===== config.mk =====
export PLATFORM = sky130hd
export DESIGN_NAME = dsg_top
export DESIGN_NICKNAME = d
export VERILOG_FILES = /design/src/rtl/dsg_pkg.sv /design/src/rtl/dsg_clk_gate.sv /design/src/rtl/dsg_apb_if.sv /design/src/rtl/dsg_top.sv
export VERILOG_INCLUDE_DIRS = /design/src /design/src/rtl
export SDC_FILE = /design/constraint.sdc
export NUM_CORES = 1
export LEC_CHECK = 0
export BUFFER_PORTS_ARGS = -buffer_cell sky130_fd_sc_hd__buf_2
export CAP_MARGIN = 15
export CELL_PAD_IN_SITES_DETAIL_PLACEMENT = 1
export CELL_PAD_IN_SITES_GLOBAL_PLACEMENT = 2
export CORE_ASPECT_RATIO = 1.2
export CORE_MARGIN = 2
export CORE_UTILIZATION = 32
export CTS_CLUSTER_SIZE = 40
export DETAILED_ROUTE_END_ITERATION = 7
export GPL_ROUTABILITY_DRIVEN = 1
export PLACE_DENSITY = 0.88
export SYNTH_ARGS = -nofsm -noshare
export SYNTH_HDL_FRONTEND = slang
export SYNTH_HIERARCHICAL = 1
export SYNTH_SLANG_ARGS = --single-unit

===== constraint.sdc =====
create_clock -name sys_clk -period 4 [get_ports sys_clk]
set_clock_uncertainty 0.05 [all_clocks]
set_input_delay 0.4 -clock sys_clk [delete_from_list [all_inputs] [get_ports sys_clk]]
set_output_delay 0.4 -clock sys_clk [all_outputs]
set_load 0.02 [all_outputs]

===== src/rtl/dsg_params.svh =====
/*
  Constants of the deep-sleep gating and software-reset block: offsets,
  field positions, masks and reset values.
  Assumes a 12-bit APB byte address and 32-bit data.
*/
// Function
// - A set gating bit clocks its unit; a clear bit leaves it unclocked.
// - Any access to a unit whose clock is off raises a bus fault.
// - All gating bits reset to 0, so every unit starts unclocked.
// - Separate run, sleep and deep-sleep gating registers; the current state's applies.
// - Sleep and deep-sleep gating apply only while automatic gating is selected.
// - Deep-sleep gating bits 7:0 clock ports H..A; bits 31:8 read zero.
// - Soft reset writes are masked bit by bit by the capability mask.
// - Soft reset bit 24 drives the CAN unit reset.
// - Soft reset bit 16 drives the converter module reset.
// - Soft reset bit 6 drives the low-power block reset.
// - Soft reset bit 3 drives the watchdog reset.
// - Soft reset resets to zero; its reserved bits read zero.
`ifndef DSG_PARAMS_SVH
`define DSG_PARAMS_SVH

`define DSG_AW            12
`define DSG_OFF_SRST      12'h040
`define DSG_OFF_CLKCFG    12'h060
`define DSG_OFF_RUN_GATE  12'h108
`define DSG_OFF_SLP_GATE  12'h118
`define DSG_OFF_DSL_GATE  12'h128
`define DSG_OFF_INT_STAT  12'h150
`define DSG_OFF_INT_EN    12'h154
`define DSG_OFF_INT_CLR   12'h158
`define DSG_OFF_ACTIVE    12'h160
`define DSG_OFF_FAULT_LOG 12'h164

`define DSG_GATE_RST      8'h00
`define DSG_SRST_RST      32'h0000_0000
`define DSG_SRST_WMASK    32'h0101_0048
`define DSG_BIT_CAN       24
`define DSG_BIT_ADC       16
`define DSG_BIT_LPB       6
`define DSG_BIT_WDOG      3
`define DSG_BIT_AUTO      27
`define DSG_INT_FAULT     0
`define DSG_INT_MASKED    1

`endif


===== src/rtl/dsg_pkg.sv =====
/*
  Types shared by the deep-sleep gating and software-reset block.
  Assumes the constants header is compiled alongside.
*/
package dsg_pkg;

  typedef enum logic [1:0] {
    DSG_MODE_RUN   = 2'b00,
    DSG_MODE_SLEEP = 2'b01,
    DSG_MODE_DEEP  = 2'b10
  } dsg_mode_type;

  typedef enum logic [3:0] {
    DSG_SEL_NONE   = 4'h0,
    DSG_SEL_SRST   = 4'h1,
    DSG_SEL_CLKCFG = 4'h2,
    DSG_SEL_RUN    = 4'h3,
    DSG_SEL_SLP    = 4'h4,
    DSG_SEL_DSL    = 4'h5,
    DSG_SEL_ISTAT  = 4'h6,
    DSG_SEL_IEN    = 4'h7,
    DSG_SEL_ICLR   = 4'h8,
    DSG_SEL_ACTIVE = 4'h9,
    DSG_SEL_FLOG   = 4'ha
  } dsg_sel_type;

endpackage


===== src/rtl/dsg_clk_gate.sv =====
/*
  Glitch-free clock gate for one unit.
  Assumes en changes only just after a rising edge of clk.
*/
`timescale 1ns/100ps
module dsg_clk_gate (
  input  wire logic sys_clk,  // Free-running clock
  input  wire logic nrst,     // Async reset, active low
  input  wire logic en,       // Gate enable
  output logic      gclk      // Gated clock
);

  // The enable is taken on the falling edge so it never changes while
  // the clock is high; that keeps runt pulses off the gated clock.
  logic en_low_reg;

  always_ff @(negedge sys_clk or negedge nrst) begin
    if (!nrst) begin
      en_low_reg <= 1'b0;
    end else begin
      en_low_reg <= en;
    end
  end

  assign gclk = sys_clk & en_low_reg;

endmodule


===== src/rtl/dsg_apb_if.sv =====
/*
  APB handshake for the gating block: zero wait states, error on
  unmapped addresses, write and read-setup strobes.
  Assumes an APB3 master on sys_clk.
*/
`timescale 1ns/100ps
module dsg_apb_if (
  input  wire logic psel,      // Slave select
  input  wire logic penable,   // Access phase
  input  wire logic pwrite,    // Write when high
  input  wire logic addr_hit,  // Address is mapped
  output logic      wr_stb,    // Write takes effect this edge
  output logic      rd_setup,  // Read setup cycle
  output logic      pready,    // Transfer done
  output logic      pslverr    // Unmapped access
);

  // Every access completes in its first access cycle.
  assign pready   = psel & penable;
  assign pslverr  = psel & penable & ~addr_hit;
  assign wr_stb   = psel & penable & pwrite & addr_hit;
  assign rd_setup = psel & ~penable & ~pwrite;

endmodule


===== src/rtl/dsg_top.sv =====
/*
  Deep-sleep clock gating and software reset control for eight ports
  and four peripheral units, with an APB register file and one
  level interrupt.
  Assumes power_mode, port_access and cap_mask_1 come from logic on
  sys_clk, and that the units treat their reset lines as active high.
*/
`timescale 1ns/100ps
`include "dsg_params.svh"
module dsg_top #(
  parameter int PORTS = 8
) (
  input  wire logic               sys_clk,               // System clock
  input  wire logic               nrst,                  // Async reset, low
  input  wire logic [11:0]        paddr,                 // APB address
  input  wire logic               psel,                  // APB select
  input  wire logic               penable,               // APB enable
  input  wire logic               pwrite,                // APB direction
  input  wire logic [31:0]        pwdata,                // APB write data
  output logic      [31:0]        prdata,                // APB read data
  output logic                    pready,                // APB ready
  output logic                    pslverr,               // APB error
  input  wire logic [1:0]         power_mode,            // Operating state
  input  wire logic [31:0]        cap_mask_1,            // Present units
  input  wire logic [PORTS-1:0]   port_access,           // Port access strobes
  output logic      [PORTS-1:0]   port_clk,              // Gated port clocks
  output logic      [PORTS-1:0]   port_clk_en,           // Port clock enabled
  output logic      [PORTS-1:0]   port_bus_fault,        // Fault per port
  output logic                    can_unit_reset,        // CAN reset
  output logic                    adc_unit_reset,        // Converter reset
  output logic                    low_power_block_reset, // Low-power reset
  output logic                    watchdog_unit_reset,   // Watchdog reset
  output logic                    irq                    // Interrupt level
);

  typedef struct packed {
    logic [PORTS-1:0] run_port_clock_gate;
    logic [PORTS-1:0] sleep_port_clock_gate;
    logic [PORTS-1:0] deep_sleep_port_clock_gate;
    logic             auto_gating_select;
    logic [31:0]      periph_soft_reset_0;
    logic [1:0]       int_status;
    logic [1:0]       int_enable;
    logic [PORTS-1:0] gate_en;
    logic [PORTS-1:0] fault;
    logic [PORTS-1:0] fault_log;
    logic [31:0]      rdata;
    logic             irq;
  } dsg_state_type;

  dsg_state_type      state_reg;
  dsg_state_type      state_next;
  dsg_pkg::dsg_sel_type sel;
  logic               addr_hit;
  logic               wr_stb;
  logic               rd_setup;
  logic [PORTS-1:0]   gate_sel;
  logic [PORTS-1:0]   fault_now;
  logic [31:0]        srst_wr;
  logic [31:0]        srst_allow;
  logic               masked_evt;

  // Address decode, shared by the read path and the write path.
  function automatic dsg_pkg::dsg_sel_type decode(input logic [11:0] a);
    dsg_pkg::dsg_sel_type s;
    s = dsg_pkg::DSG_SEL_NONE;
    unique case (a)
      `DSG_OFF_SRST:      s = dsg_pkg::DSG_SEL_SRST;
      `DSG_OFF_CLKCFG:    s = dsg_pkg::DSG_SEL_CLKCFG;
      `DSG_OFF_RUN_GATE:  s = dsg_pkg::DSG_SEL_RUN;
      `DSG_OFF_SLP_GATE:  s = dsg_pkg::DSG_SEL_SLP;
      `DSG_OFF_DSL_GATE:  s = dsg_pkg::DSG_SEL_DSL;
      `DSG_OFF_INT_STAT:  s = dsg_pkg::DSG_SEL_ISTAT;
      `DSG_OFF_INT_EN:    s = dsg_pkg::DSG_SEL_IEN;
      `DSG_OFF_INT_CLR:   s = dsg_pkg::DSG_SEL_ICLR;
      `DSG_OFF_ACTIVE:    s = dsg_pkg::DSG_SEL_ACTIVE;
      `DSG_OFF_FAULT_LOG: s = dsg_pkg::DSG_SEL_FLOG;
      default:            s = dsg_pkg::DSG_SEL_NONE;
    endcase
    return s;
  endfunction

  // Pads a port-wide field into a data word with zero upper bits.
  function automatic logic [31:0] widen(input logic [PORTS-1:0] v);
    logic [31:0] w;
    w = 32'h0000_0000;
    w[PORTS-1:0] = v;
    return w;
  endfunction

  assign sel      = decode(paddr);
  assign addr_hit = (sel != dsg_pkg::DSG_SEL_NONE);

  dsg_apb_if u_apb (
    .psel     (psel),
    .penable  (penable),
    .pwrite   (pwrite),
    .addr_hit (addr_hit),
    .wr_stb   (wr_stb),
    .rd_setup (rd_setup),
    .pready   (pready),
    .pslverr  (pslverr)
  );

  // Gating register that applies in the current operating state. An
  // unknown state code falls back to run gating, the safe choice since
  // software set that register for full operation.
  always_comb begin
    gate_sel = state_reg.run_port_clock_gate;
    if (state_reg.auto_gating_select) begin
      unique case (dsg_pkg::dsg_mode_type'(power_mode))
        dsg_pkg::DSG_MODE_RUN:   gate_sel = state_reg.run_port_clock_gate;
        dsg_pkg::DSG_MODE_SLEEP: gate_sel = state_reg.sleep_port_clock_gate;
        dsg_pkg::DSG_MODE_DEEP:  gate_sel = state_reg.deep_sleep_port_clock_gate;
        default:                 gate_sel = state_reg.run_port_clock_gate;
      endcase
    end
  end

  // An access to a port whose clock is off is refused.
  assign fault_now = port_access & ~state_reg.gate_en;

  // Soft reset write: only documented bits of present units may change.
  assign srst_allow = `DSG_SRST_WMASK & cap_mask_1;
  assign srst_wr    = (pwdata & srst_allow) |
                      (state_reg.periph_soft_reset_0 & ~srst_allow);
  assign masked_evt = wr_stb && (sel == dsg_pkg::DSG_SEL_SRST) &&
                      (((pwdata ^ state_reg.periph_soft_reset_0) &
                        `DSG_SRST_WMASK & ~cap_mask_1) != 32'h0000_0000);

  always_comb begin
    state_next = state_reg;

    state_next.gate_en   = gate_sel;
    state_next.fault     = fault_now;
    if (fault_now != '0) begin
      state_next.fault_log = fault_now;
    end

    if (wr_stb) begin
      unique case (sel)
        dsg_pkg::DSG_SEL_SRST:
          state_next.periph_soft_reset_0 = srst_wr;
        dsg_pkg::DSG_SEL_CLKCFG:
          state_next.auto_gating_select = pwdata[`DSG_BIT_AUTO];
        dsg_pkg::DSG_SEL_RUN:
          state_next.run_port_clock_gate = pwdata[PORTS-1:0];
        dsg_pkg::DSG_SEL_SLP:
          state_next.sleep_port_clock_gate = pwdata[PORTS-1:0];
        dsg_pkg::DSG_SEL_DSL:
          state_next.deep_sleep_port_clock_gate = pwdata[PORTS-1:0];
        dsg_pkg::DSG_SEL_IEN:
          state_next.int_enable = pwdata[1:0];
        dsg_pkg::DSG_SEL_ICLR:
          state_next.int_status = state_reg.int_status & ~pwdata[1:0];
        default: begin
        end
      endcase
    end

    // Events are applied after the clear so a new event is never lost.
    if (fault_now != '0) begin
      state_next.int_status[`DSG_INT_FAULT] = 1'b1;
    end
    if (masked_evt) begin
      state_next.int_status[`DSG_INT_MASKED] = 1'b1;
    end
    state_next.irq = |(state_next.int_status & state_next.int_enable);

    // Read data is captured in the setup cycle so it stands registered
    // through the zero-wait access cycle.
    if (rd_setup) begin
      unique case (sel)
        dsg_pkg::DSG_SEL_SRST:
          state_next.rdata = state_reg.periph_soft_reset_0 & `DSG_SRST_WMASK;
        dsg_pkg::DSG_SEL_CLKCFG: begin
          state_next.rdata = 32'h0000_0000;
          state_next.rdata[`DSG_BIT_AUTO] = state_reg.auto_gating_select;
        end
        dsg_pkg::DSG_SEL_RUN:
          state_next.rdata = widen(state_reg.run_port_clock_gate);
        dsg_pkg::DSG_SEL_SLP:
          state_next.rdata = widen(state_reg.sleep_port_clock_gate);
        dsg_pkg::DSG_SEL_DSL:
          state_next.rdata = widen(state_reg.deep_sleep_port_clock_gate);
        dsg_pkg::DSG_SEL_ISTAT:
          state_next.rdata = {30'h0000_0000, state_reg.int_status};
        dsg_pkg::DSG_SEL_IEN:
          state_next.rdata = {30'h0000_0000, state_reg.int_enable};
        dsg_pkg::DSG_SEL_ACTIVE:
          state_next.rdata = widen(state_reg.gate_en);
        dsg_pkg::DSG_SEL_FLOG:
          state_next.rdata = widen(state_reg.fault_log);
        default:
          state_next.rdata = 32'h0000_0000;
      endcase
    end
  end

  always_ff @(posedge sys_clk or negedge nrst) begin
    if (!nrst) begin
      state_reg.run_port_clock_gate        <= `DSG_GATE_RST;
      state_reg.sleep_port_clock_gate      <= `DSG_GATE_RST;
      state_reg.deep_sleep_port_clock_gate <= `DSG_GATE_RST;
      state_reg.auto_gating_select         <= 1'b0;
      state_reg.periph_soft_reset_0        <= `DSG_SRST_RST;
      state_reg.int_status                 <= 2'h0;
      state_reg.int_enable                 <= 2'h0;
      state_reg.gate_en                    <= `DSG_GATE_RST;
      state_reg.fault                      <= '0;
      state_reg.fault_log                  <= '0;
      state_reg.rdata                      <= 32'h0000_0000;
      state_reg.irq                        <= 1'b0;
    end else begin
      state_reg <= state_next;
    end
  end

  genvar gi;
  generate
    for (gi = 0; gi < PORTS; gi++) begin : g_gate
      dsg_clk_gate u_gate (
        .sys_clk (sys_clk),
        .nrst    (nrst),
        .en      (state_reg.gate_en[gi]),
        .gclk    (port_clk[gi])
      );
    end
  endgenerate

  assign port_clk_en    = state_reg.gate_en;
  assign port_bus_fault = state_reg.fault;
  assign prdata         = state_reg.rdata;
  assign irq            = state_reg.irq;

  // Reset lines follow the register directly; a set bit holds the unit.
  assign can_unit_reset        = state_reg.periph_soft_reset_0[`DSG_BIT_CAN];
  assign adc_unit_reset        = state_reg.periph_soft_reset_0[`DSG_BIT_ADC];
  assign low_power_block_reset = state_reg.periph_soft_reset_0[`DSG_BIT_LPB];
  assign watchdog_unit_reset   = state_reg.periph_soft_reset_0[`DSG_BIT_WDOG];

endmodule


Word-level counts from Yosys, hierarchy flattened
Cells that the tools add are included.
Word-level totals
  logic and storage cells: 91
  register bits: 126
  output and inout bits: 63
  input bits: 91
Cells by class
  mux-type cells: 9
  reduce and logical (&&, ||, !) cells: 11
  bitwise gates (word level): 29
  equality and inequality tests: 22
Operator list (count)
  $pmux W28 S9: 1
  $eq A12 B9 Y1 const B: 8
  $pmux W4 S10: 1
  $and A25 B32 Y32: 1
  $and A32 B25 Y32: 1
  $and A32 B32 Y32: 1
  $not A25 Y32: 1
  $not A32 Y32: 1
  $or A32 B32 Y32: 1
  $reduce_bool A32 Y1: 1
  $xor A25 B25 Y25: 1
  $eq A12 B7 Y1 const B: 2
  $eq A4 B3 Y1 const B: 4
  $pmux W8 S2: 1
  $and A1 B1 Y1: 14
  $eq A4 B4 Y1 const B: 3
  $reduce_and A2 Y1: 5
  $and A8 B8 Y8: 1
  $eq A4 B2 Y1 const B: 2
  $mux W8: 1
  $not A8 Y8: 1
  $reduce_bool A8 Y1: 1
  $and A2 B2 Y2: 2
  $eq A4 B1 Y1 const B: 1
  other kinds (10): 15

Depth between registers and ports, before layout
  depth after elaboration: 9
  gate-level depth with buffers: 12
  gate-level depth less buffers: 10

By module
Netlist, hierarchy kept.
By module, submodules not included
  dsg_top: cells an instance 331, sequential area each 1726.7 um^2, times used 1, area an instance 3674.8 um^2
  dsg_clk_gate: cells an instance 2, sequential area each 25.0 um^2, times used 8, area an instance 31.3 um^2
  dsg_apb_if: cells an instance 4, sequential area each 0.0 um^2, times used 1, area an instance 33.8 um^2

==> reports/summary.json <==
{
  "die": {
    "die_x_um": 106,
    "initial_utilization_pct": 32.7,
    "floorplan.die.height_um": 126,
    "num_rows": 44,
    "ios": 154,
    "fp.dieArea_mm2": 0.0133,
    "core_area_mm2": 0.0121
  },
  "clocking": {
    "register_clock_pin_slew_on_the_reported_worst_setup_and_hold_paths_ps": 60,
    "worst_skew_pair.late_latency_ps": 450,
    "cts_tree": "built",
    "cts_setup_buffers": 0
  },
  "finish": {
    "fin_nets": 509,
    "layout_common_cells": "82 x sky130_fd_sc_hd__buf_2, 69 x sky130_fd_sc_hd__dfrtp_1, 37 x sky130_fd_sc_hd__mux2_2",
    "ratio_of_cells_with_drive_above_1_in_the_final_layout_pct": 36.8,
    "n_antenna_cell": 0,
    "syn_to_final_growth_pct": 19.7,
    "largest_register_ff_count": 37,
    "instances_no_fill": 582,
    "layout_commonest_cell": "sky130_fd_sc_hd__buf_2"
  },
  "worst_setup_path": {
    "cp_data_required_time_ps": 3550,
    "cp-endpoint": "port_clk[6]",
    "crit_fanout": 1,
    "regToRegSetupSlack_ps": 1390,
    "r2r.worst_path.cells": 0,
    "cp_slowest_stage_delay_ps": 380,
    "cp-end-kind": "output pin",
    "critPathArrivalTime_ps": 3120,
    "timing.rr.start": "port_clk_en[0]",
    "critical_path.slowest_cell": "sky130_fd_sc_hd__dfrtn_1",
    "timing.critical_path.from": "g_gate[6].u_gate/en_low_reg",
    "critPathKind": "reg2out",
    "setup.worst_path.start_class": "flop",
    "end_of_the_worst_register_to_register_path": "g_gate[0].u_gate/en_low_reg",
    "crit_chain": "and2_1 > buf_2"
  },
  "logic_synthesis": {
    "synth-edff-count": 0,
    "synth_cells": 351,
    "syn_avg_cell_area_um2": 11.3,
    "synth-warning-count": 6,
    "synth-async-reset-ratio_pct": 100,
    "synth.yosys.seq_area_share_pct": 48.7,
    "netlist-cell-type-count": 48,
    "synth_area_leader_cell": "sky130_fd_sc_hd__dfrtp_1",
    "post-synth-top-area-fraction_pct": 43.6,
    "number_of_register_bits_inferred_by_synthesis": 77,
    "ys.flop_type": "sky130_fd_sc_hd__dfrtp_1",
    "synthesis.area_mm2": 0.00396,
    "synthTopCellsByArea": "sky130_fd_sc_hd__dfrtp_1 44%, sky130_fd_sc_hd__mux2_2 11%, sky130_fd_sc_hd__buf_4 9.1%"
  },
  "global_route": {
    "wire_length_of_the_first_global_routing_pass_um": 15900,
    "grt_start_max_net_pins": 37,
    "track_usage_pct": 15.9,
    "number_of_global_route_vias_before_repair": 3175,
    "global_route.overflow_total": 0,
    "grt_antenna_before_repair": 1
  },
  "route": {
    "drcViolationCount": 0,
    "detail_route.wl_per_cell_um": 17.1,
    "first_pass_iters": 4,
    "vias_per_cell": 4.86,
    "routed_antenna_nets": 0,
    "wirelength_um": 9980,
    "detailedRoute.firstIterationViolations": 86,
    "dr_total_vias": 2826
  },
  "placement": {
    "dpl.hpwl_um": 7200,
    "post-place-cells": 561,
    "port-buffer-count": 83,
    "finalWeightedCongestion": 0.773
  },
  "pwr": {
    "leakage_power_nw": 2.33,
    "powerDensity_mw_per_mm2": 451,
    "vdd_drop_max_mv": 0.231
  },
  "timing": {
    "setup_viol": 0,
    "slew_headroom_pct": 43.6,
    "tns_ps": 0,
    "grt_setup_unrepaired": "no",
    "worst-slew-pin-transition_ps": 844,
    "hold_viol_final": 0,
    "report.final.slew_viol_count": 0
  },
  "run_status": {
    "status": "finished clean"
  },
  "hold_path": {
    "worstHoldPathType": "in2reg"
  },
  "flow_run": {
    "drv_cap": 0
  }
}
-- area by class of cell --
type	instances	area, um^2
inverters	7	26.3
flip-flops and latches	77	1930
fillers	1362	7370
clock buffers	23	383
clock inverters	5	106
repair buffers	81	425
multi-input cells	228	1670
well taps	161	201
-- worst max-delay path: cells and delay by family, from the launching register on --
family	cells	cell delay [ps]
simple gates	1	110
flops	1	380
buf+inv	1	160
-- worst min path at each step --
| stage | start | end | depth (start not counted) |
|---|---|---|---|
| finish | pwdata[27] | state_reg[93] | 2 |
| global route | pwdata[27] | state_reg[93] | 2 |
| CTS | pwdata[27] | state_reg[93] | 2 |
| detailed placement | nrst | state_reg[103] | 1 |
| global placement | nrst | state_reg[103] | 1 |
| floorplan | nrst | async pin | 0 |
-- cell usage after synthesis, types with 7 or more instances --
cell / count
sky130_fd_sc_hd__dfrtp_1: 69
sky130_fd_sc_hd__buf_4: 48
sky130_fd_sc_hd__mux2_2: 37
sky130_fd_sc_hd__nand2_1: 24
sky130_fd_sc_hd__nor2_1: 18
sky130_fd_sc_hd__o21ai_0: 17
sky130_fd_sc_hd__a22oi_1: 12
sky130_fd_sc_hd__mux2i_1: 12
sky130_fd_sc_hd__nor2b_1: 11
sky130_fd_sc_hd__a21oi_1: 10
sky130_fd_sc_hd__a21o_1: 8
sky130_fd_sc_hd__and2_1: 8
sky130_fd_sc_hd__clkbuf_1: 8
sky130_fd_sc_hd__dfrtn_1: 8
sky130_fd_sc_hd__inv_1: 7
-- metrics by stage --
step | instance area [um^2] | worst slack, ps | utilization (%) | hold WS [ps] | total power, mW
final | 4740 | 430 | 39.1 | 142 | 2.14
after global routing | 4740 | 383 | 39.1 | 144 | 2.21
after CTS | 4740 | 413 | 39.1 | 136 | 2.16
after detailed placement | 4280 | 636 | 35.3 | 343 | 0.972
after global placement | 4280 | 732 | 35.3 | 334 | 0.967
after floorplan | 4030 | 975 | - | 54.4 | 0.928
-- metal layers --
metal | global-route usage [%] | vias up | routed length, um | share of wire [%]
li1 | - | 1304 | - | -
met2 | 27.6 | 87 | 5270 | 53
met5 | 0 | - | 13 | 0.13
met1 | 16.7 | 1407 | 3920 | 39
met3 | 3.93 | 26 | 450 | 4.5
met4 | 11.5 | 2 | 317 | 3.2
-- cells by family (layout without fill, tap and decap cells) --
| family | after synthesis | in the layout | share of synthesized area [%] |
|---|---|---|---|
| DFF | 77 | 77 | 48.7 |
| xor gates and xnor gates | 4 | 4 | 0.885 |
| muxes | 49 | 49 | 13.6 |
| AOI/OAI and AO/OA | 62 | 62 | 10.5 |
| other | 1 | 21 | 0.0947 |
| adders and majority gates | 2 | 2 | 0.632 |
| and+or+nand+nor | 90 | 90 | 14.6 |
| buffers and inverters | 66 | 116 | 11.0 |
-- power breakdown --
group	internal, mW	leakage, nW	switching (mW)
logic	0.0507	1.02	0.106
clock network	0.801	0.285	0.377
registers	0.794	1.03	0.00646
total	1.65	2.33	0.490
-- timing repair --
action                     CTS  global route
hold buffers                 1             0
resized for setup            0             0
setup endpoints to repair    0             0
hold endpoints to repair    26             0
Note: power is estimated with default switching activity, not from simulation.
